==> src/stmc_pkg.sv <==
// package of the scan and test mode control block: field positions,
// decode codes, reset values and carrier structs.
// assumes one core clock; no other package is needed.
package stmc_pkg;

  // ---------------------------------------------------------------
  // scan chain shape
  // ---------------------------------------------------------------
  localparam int CHAIN_CNT = 7;
  localparam int CHAIN_LEN = 8;
  localparam int DBG_CNT_W = 8;

  // ---------------------------------------------------------------
  // coprocessor transfer field positions
  // ---------------------------------------------------------------
  localparam int OP1_LSB  = 21;
  localparam int DIR_BIT  = 20;
  localparam int CRN_LSB  = 16;
  localparam int CPN_LSB  = 8;
  localparam int OP2_LSB  = 5;
  localparam int CRM_LSB  = 0;

  // ---------------------------------------------------------------
  // decode codes
  // ---------------------------------------------------------------
  localparam logic [3:0] CPN_SYSCTL = 4'hf;
  localparam logic [3:0] CRN_TEST   = 4'hf;
  localparam logic [2:0] OP1_TREG   = 3'h7;
  localparam logic [3:0] CRM_TREG   = 4'hf;
  localparam logic [2:0] OP2_TREG   = 3'h7;
  localparam logic       DIR_WRITE  = 1'b1;

  // ---------------------------------------------------------------
  // register layout and reset values
  // ---------------------------------------------------------------
  localparam int         TREG_BIT   = 0;
  localparam logic       TREG_RESET = 1'b0;

  // ---------------------------------------------------------------
  // carrier structs
  // ---------------------------------------------------------------
  typedef struct packed {
    logic        valid;
    logic [31:0] instr;
    logic [31:0] wdata;
  } stmc_cp_req_t;

  typedef struct packed {
    logic        rd_valid;
    logic [31:0] rdata;
    logic        op_go;
    logic        op_refused;
    logic        op_write;
    logic [10:0] op_sel;
  } stmc_cp_rsp_t;

  typedef struct packed {
    logic                                 test_mode_enable;
    stmc_cp_rsp_t                         rsp;
    logic [CHAIN_CNT-1:0][CHAIN_LEN-1:0] chain;
    logic [CHAIN_LEN-1:0]                 wrap;
    logic                                 clk_run;
    logic                                 bus_edge;
    logic                                 scan_misuse;
  } stmc_state_t;

endpackage

==> src/stmc_scan_test_ctrl.sv <==
// scan and test mode control: production scan chains, wrapper chain,
// coprocessor-reached test state bit and gating of cache/MMU test ops.
// assumes all inputs synchronous to core_clk; debug reset asynchronous.
`timescale 1ns/1ps
`default_nettype none

module stmc_scan_test_ctrl (
  input  wire logic                          core_clk,
  input  wire logic                          srst,
  input  wire logic                          system_reset_n,
  input  wire logic                          debug_state_reset_n,
  input  wire logic                          bus_clock_qualifier,
  input  wire logic                          debug_clock_qualifier,
  input  wire logic                          scan_clock_test_enable,
  input  wire logic                          scan_shift_enable,
  input  wire logic [stmc_pkg::CHAIN_CNT-1:0] scan_chain_serial_inputs,
  output var  logic [stmc_pkg::CHAIN_CNT-1:0] scan_chain_serial_outputs,
  input  wire logic                          wrap_scan_in,
  input  wire logic                          wrap_shift_enable,
  output var  logic                          wrap_scan_out,
  input  wire stmc_pkg::stmc_cp_req_t        cp_req,
  output var  stmc_pkg::stmc_cp_rsp_t        cp_rsp,
  output var  logic                          test_mode_enable,
  output var  logic                          internal_clk_run,
  output var  logic                          bus_edge_next,
  output var  logic                          scan_misuse,
  output var  logic [stmc_pkg::DBG_CNT_W-1:0] debug_tick_count
);

  // ---------------------------------------------------------------
  // state
  // ---------------------------------------------------------------
  stmc_pkg::stmc_state_t        st_r;
  stmc_pkg::stmc_state_t        st_nxt;
  logic [stmc_pkg::DBG_CNT_W-1:0] dbg_cnt_r;

  // ---------------------------------------------------------------
  // coprocessor field extraction
  // ---------------------------------------------------------------
  logic [2:0] f_op1;
  logic       f_dir;
  logic [3:0] f_crn;
  logic [3:0] f_cpn;
  logic [2:0] f_op2;
  logic [3:0] f_crm;
  logic       is_c15;
  logic       is_treg;
  logic       is_write;

  assign f_op1    = cp_req.instr[stmc_pkg::OP1_LSB +: 3];
  assign f_dir    = cp_req.instr[stmc_pkg::DIR_BIT];
  assign f_crn    = cp_req.instr[stmc_pkg::CRN_LSB +: 4];
  assign f_cpn    = cp_req.instr[stmc_pkg::CPN_LSB +: 4];
  assign f_op2    = cp_req.instr[stmc_pkg::OP2_LSB +: 3];
  assign f_crm    = cp_req.instr[stmc_pkg::CRM_LSB +: 4];
  // c15 test space of the system control coprocessor
  assign is_c15   = cp_req.valid && (f_cpn == stmc_pkg::CPN_SYSCTL)
                    && (f_crn == stmc_pkg::CRN_TEST);
  assign is_write = (f_dir == stmc_pkg::DIR_WRITE);
  assign is_treg  = is_c15 && (f_op1 == stmc_pkg::OP1_TREG)
                    && (f_crm == stmc_pkg::CRM_TREG)
                    && (f_op2 == stmc_pkg::OP2_TREG);

  // ---------------------------------------------------------------
  // next state
  // ---------------------------------------------------------------
  always_comb begin
    st_nxt = st_r;
    st_nxt.rsp.rd_valid   = 1'b0;
    st_nxt.rsp.op_go      = 1'b0;
    st_nxt.rsp.op_refused = 1'b0;
    st_nxt.rsp.op_write   = 1'b0;

    // test state register: only bit 0 kept, upper write bits dropped
    if (is_treg && is_write) begin
      st_nxt.test_mode_enable = cp_req.wdata[stmc_pkg::TREG_BIT];
    end
    if (is_treg && !is_write) begin
      st_nxt.rsp.rd_valid = 1'b1;
      st_nxt.rsp.rdata    = {31'h0, st_r.test_mode_enable};
    end

    // other c15 ops are cache/MMU tests, passed on only when enabled
    if (is_c15 && !is_treg) begin
      st_nxt.rsp.op_sel   = {1'b0, f_op1, f_crm, f_op2};
      st_nxt.rsp.op_write = is_write;
      if (st_r.test_mode_enable) begin
        st_nxt.rsp.op_go = 1'b1;
      end else begin
        st_nxt.rsp.op_refused = 1'b1;
      end
    end

    // scan shift through all production chains at once
    if (scan_shift_enable) begin
      for (int i = 0; i < stmc_pkg::CHAIN_CNT; i++) begin
        st_nxt.chain[i] = {st_r.chain[i][stmc_pkg::CHAIN_LEN-2:0],
                           scan_chain_serial_inputs[i]};
      end
    end

    // boundary wrapper chain, numbered zero, has its own shift
    if (wrap_shift_enable) begin
      st_nxt.wrap = {st_r.wrap[stmc_pkg::CHAIN_LEN-2:0], wrap_scan_in};
    end

    // clock module enable: test enable is its only test input
    st_nxt.clk_run     = scan_clock_test_enable || system_reset_n;
    st_nxt.bus_edge    = bus_clock_qualifier;
    st_nxt.scan_misuse = scan_shift_enable && !scan_clock_test_enable;

    // system reset clears processor and bus side state
    if (!system_reset_n) begin
      st_nxt.test_mode_enable = stmc_pkg::TREG_RESET;
      st_nxt.rsp              = '0;
      st_nxt.bus_edge         = 1'b0;
    end
  end

  // ---------------------------------------------------------------
  // registers
  // ---------------------------------------------------------------
  always_ff @(posedge core_clk) begin
    if (srst) begin
      st_r <= '0;
    end else begin
      st_r <= st_nxt;
    end
  end

  // debug state: the debug scan path stops here, no expansion input
  always_ff @(posedge core_clk or negedge debug_state_reset_n) begin
    if (!debug_state_reset_n) begin
      dbg_cnt_r <= '0;
    end else if (srst) begin
      dbg_cnt_r <= '0;
    end else if (debug_clock_qualifier) begin
      dbg_cnt_r <= dbg_cnt_r + 1'b1;
    end
  end

  // ---------------------------------------------------------------
  // outputs
  // ---------------------------------------------------------------
  generate
    for (genvar g = 0; g < stmc_pkg::CHAIN_CNT; g++) begin : g_out
      assign scan_chain_serial_outputs[g] =
        st_r.chain[g][stmc_pkg::CHAIN_LEN-1];
    end
  endgenerate

  assign wrap_scan_out    = st_r.wrap[stmc_pkg::CHAIN_LEN-1];
  assign cp_rsp           = st_r.rsp;
  assign test_mode_enable = st_r.test_mode_enable;
  assign internal_clk_run = st_r.clk_run;
  assign bus_edge_next    = st_r.bus_edge;
  assign scan_misuse      = st_r.scan_misuse;
  assign debug_tick_count = dbg_cnt_r;
endmodule

`default_nettype wire

==> config.mk <==
export PLATFORM = sky130hd
export DESIGN_NAME = stmc_scan_test_ctrl
export DESIGN_NICKNAME = d
export VERILOG_FILES = /design/src/stmc_pkg.sv /design/src/stmc_scan_test_ctrl.sv
export SDC_FILE = /design/constraint.sdc
export NUM_CORES = 1
export LEC_CHECK = 0
export BUFFER_PORTS_ARGS = -buffer_cell sky130_fd_sc_hd__buf_4
export CAP_MARGIN = 10
export CORE_ASPECT_RATIO = 0.8
export CORE_MARGIN = 2
export CORE_UTILIZATION = 48
export CTS_BUF_LIST = sky130_fd_sc_hd__clkbuf_16
export CTS_CLUSTER_SIZE = 10
export DETAILED_ROUTE_END_ITERATION = 7
export PLACE_DENSITY = 0.79
export SETUP_SLACK_MARGIN = 0.15
export SKIP_CTS_REPAIR_TIMING = 1
export SYNTH_ARGS = -nofsm -noshare
export SYNTH_HDL_FRONTEND = slang
export SYNTH_SLANG_ARGS = --single-unit
==> constraint.sdc <==
create_clock -name core_clk -period 1.3 [get_ports core_clk]
set_input_delay 0.13 -clock core_clk [delete_from_list [all_inputs] [get_ports core_clk]]
set_output_delay 0.13 -clock core_clk [all_outputs]
set_load 0.02 [all_outputs]
==> qor.log <==
INFO  place          place.port_buffers=72
INFO  timing         maxClockFrequency=813MHz
INFO  layout         drive_gt1_share=27.4%
INFO  layout         layout_area_growth_over_synthesis=22.3%
INFO  routing        drt-wirelength-per-cell=11.9um
INFO  timing         final-hold-violation-count=0
INFO  global_route   grt-ovfl-total=0
INFO  floorplan      design.portCount=149
INFO  floorplan      dieWidth=103um
INFO  routing        final_antenna_net_count=0
INFO  synthesis      ys_types=32
INFO  global_route   grt_first_pass_wirelength=10300um
INFO  setup_path     critical_setup_path_class=reg2reg
INFO  timing         fin_tns_setup=0ps
INFO  clock_tree     clk_pin_slew_worst_paths=70ps
INFO  layout         final.fill_count=641
INFO  place          routabilityCongestion=0.824
INFO  routing        detailroute.via_count=2591
INFO  run            cap_violations=0
INFO  layout         num-nets-final=523
INFO  floorplan      initial_core_utilization=50.0%
INFO  synthesis      edff_count_synth=0
INFO  routing        dr.pass1.iters=4
INFO  setup_path     critical_path_peak_fanout=5
INFO  global_route   grt_max_degree=42
INFO  floorplan      chipHeight=83.1um
INFO  setup_path     critical_path.top_delay_family=simple AND/OR/NAND/NOR gates
INFO  synthesis      synth_area_per_inst=9.84um2
INFO  run_status     run_status=complete, no violations
INFO  setup_path     timing.critical_path.from_type=register
INFO  layout         antenna_cells_inserted=0
INFO  synthesis      ys_warn_count=0
INFO  clock_tree     tritoncts=built
INFO  timing         worst_hold_slack_across_all_endpoints=32.0ps
INFO  synthesis      synth_ff_type=sky130_fd_sc_hd__dfxtp_1
INFO  place          dp_hpwl=4570um
INFO  worst_hold_path hold_path.class=in2reg
INFO  setup_path     cp_max_stage_delay=400ps
INFO  timing         grt_setup_unrepaired=true
INFO  clock_tree     htreeDepth=3
INFO  global_route   antenna_found_initial=0
INFO  layout         seqCellArea=1870um2
INFO  routing        drt-total-wl=6530um
INFO  clock_tree     cts_made_buffers=9
INFO  synthesis      synth_async_sr_flop_share=8.79%
INFO  clock_tree     numClockSinks=91
INFO  timing         skew=5.63ps
INFO  clock_tree     clock_tree.buffer_depth=2
INFO  synthesis      synth-seq-cells=91
INFO  setup_path     cell_chain_of_the_critical_path=nand4_1, or3_1, a21oi_2
INFO  setup_path     worst-endpoint-arrival=1480ps
INFO  timing         finalCriticalPeriod=1230ps
INFO  power_and_ir_drop leakage=2.11nW
INFO  setup_path     worstSetupEndpointType=register
INFO  synthesis      yosysSeqAreaShare=49.6%
INFO  power_and_ir_drop power-per-cell-area=1280nW/um2
INFO  routing        drc=0
INFO  global_route   first_global_vias=2285
INFO  floorplan      placement_rows=28
INFO  clock_tree     later_pin_clock_latency_in_the_skew_report=330ps
INFO  timing         layout_worst_path_cycle_share=94.6%
INFO  clock_tree     clock_tree.root_cell=sky130_fd_sc_hd__clkbuf_16
INFO  timing         setup_violations=0
INFO  routing        viasPerCell=4.71
INFO  setup_path     timing.critical_path.slowest_stage_cell=sky130_fd_sc_hd__dfrtp_2
INFO  timing         drv_slew=0
INFO  layout         multi_input_comb_area=1520um2
INFO  setup_path     critical_path_required=1550ps
INFO  setup_path     critPathBufInv=0
INFO  synthesis      syn-cell-area=3750um2
INFO  floorplan      area_of_the_die=8540um2
INFO  synthesis      syn_inst=381
INFO  global_route   grt_use_total=14.9%
INFO  power_and_ir_drop max-vdd-ir-drop=771uV
INFO  floorplan      coreArea=7500um2
INFO  routing        drt-initial-drc-count=63
layout by cell type (no fill, tap or decap), types with 3 or more instances in the layout:
cell / Yosys / routed
sky130_fd_sc_hd__nand3_1: 11 / 11
sky130_fd_sc_hd__nor2_1: 73 / 73
sky130_fd_sc_hd__inv_6: 0 / 3
sky130_fd_sc_hd__dfxtp_1: 83 / 83
sky130_fd_sc_hd__buf_12: 0 / 4
sky130_fd_sc_hd__or3_1: 3 / 3
sky130_fd_sc_hd__a21oi_1: 13 / 11
sky130_fd_sc_hd__nand4_1: 6 / 6
sky130_fd_sc_hd__dlygate4sd3_1: 0 / 3
sky130_fd_sc_hd__conb_1: 1 / 32
sky130_fd_sc_hd__o21ai_0: 11 / 4
sky130_fd_sc_hd__clkbuf_16: 0 / 9
sky130_fd_sc_hd__buf_4: 54 / 87
sky130_fd_sc_hd__o21ai_1: 0 / 7
sky130_fd_sc_hd__inv_8: 0 / 3
sky130_fd_sc_hd__nand2_1: 7 / 4
sky130_fd_sc_hd__xor2_1: 4 / 4
sky130_fd_sc_hd__mux2i_1: 65 / 65
sky130_fd_sc_hd__dfrtp_2: 0 / 6
layout make-up:
cell class | count | share of cell area [%]
Inverter | 1 | 0.0818
Clock inverter | 7 | 1.66
Clock buffer | 9 | 4.91
Timing Repair Buffer | 94 | 16.6
Tap cell | 105 | 2.86
Sequential cell | 91 | 40.8
Multi-Input combinational cell | 243 | 33.1
through the flow:
step                      worst slack [ps]  power, W  util (%)  instance area (um2)  cells
after floorplan                      0.241   0.00327         -                 3900    412
after global placement               -53.0   0.00336      56.0                 4200    525
after detailed placement              -125   0.00337      56.0                 4200    525
after CTS                             50.1   0.00594      60.0                 4500    541
after global routing                 -10.5   0.00612      61.2                 4590    550
final                                 70.3   0.00587      61.2                 4590    550
report_power, final:
group	internal (W)	switching (W)
combinational	0.000199	0.000264
sequential	0.00283	0.0000233
clock	0.00137	0.00118
total	0.00440	0.00147
cell families (layout without fill, tap and decap cells):
family                   after synthesis  in the layout  share of synthesized area [%]
AND/OR/NAND/NOR                      113            113                           13.7
multiplexers                          65             65                           17.4
flip-flops                            91             91                           49.6
AO/OA/AOI/OAI                         27             27                           3.90
XOR/XNOR                               5              5                           1.17
other                                  1             32                          0.100
buffers and inverters                 78            111                           13.7
adder cells (fa/ha/maj)                1              1                          0.334
routing by layer:
layer | vias to the layer above | part of all wire (%) | track usage, %
met1 | 1203 | 44 | 18.5
met5 | - | 0 | 0
met3 | 14 | 4.4 | 4.29
li1 | 1310 | - | -
met2 | 64 | 50 | 23.8
met4 | 0 | 1.8 | 7.06
final timing paths:
kind,start,to,slack [ps],depth (start not counted)
min in group asynchronous,debug_state_reset_n,debug_tick_count[7],140,2
hold / removal,scan_chain_serial_inputs[0],st_r[11],30,3
setup / recovery,debug_tick_count[2],debug_tick_count[5],70,3
max in group asynchronous,debug_state_reset_n,debug_tick_count[3],1020,2
hold reg to reg,cp_rsp[14],cp_rsp[14],480,2
setup reg to reg,debug_tick_count[2],debug_tick_count[5],70,3
sequential cells by signal (all words and copies together) (netlist names):
| register | flops |
|---|---|
| st_r | 56 |
| cp_rsp | 15 |
| debug_tick_count | 8 |
| scan_chain_serial_outputs | 7 |
| bus_edge_next | 1 |
| internal_clk_run | 1 |
| scan_misuse | 1 |
| test_mode_enable | 1 |
| wrap_scan_out | 1 |
worst reg2reg max path, stage by stage, from the launching register on:
cell and delay [ps]:
sky130_fd_sc_hd__dfrtp_2 400, sky130_fd_sc_hd__nand4_1 200, sky130_fd_sc_hd__or3_1 400, sky130_fd_sc_hd__a21oi_2 160
cell usage after synthesis, types with 2 or more instances:
cell type / number / area share, %
sky130_fd_sc_hd__a21oi_1: 13 / 1.7
sky130_fd_sc_hd__and3_1: 3 / 0.50
sky130_fd_sc_hd__buf_1: 4 / 0.40
sky130_fd_sc_hd__buf_2: 10 / 1.3
sky130_fd_sc_hd__buf_4: 54 / 11
sky130_fd_sc_hd__clkbuf_1: 8 / 0.80
sky130_fd_sc_hd__dfrtp_1: 8 / 5.3
sky130_fd_sc_hd__dfxtp_1: 83 / 44
sky130_fd_sc_hd__mux2i_1: 65 / 17
sky130_fd_sc_hd__nand2_1: 7 / 0.70
sky130_fd_sc_hd__nand3_1: 11 / 1.5
sky130_fd_sc_hd__nand4_1: 6 / 1.0
sky130_fd_sc_hd__nor2_1: 73 / 7.3
sky130_fd_sc_hd__nor4_1: 2 / 0.33
sky130_fd_sc_hd__o21ai_0: 11 / 1.5
sky130_fd_sc_hd__o31ai_1: 2 / 0.40
sky130_fd_sc_hd__or3_1: 3 / 0.50
sky130_fd_sc_hd__xor2_1: 4 / 0.93
(Power assumes the default switching activity.)
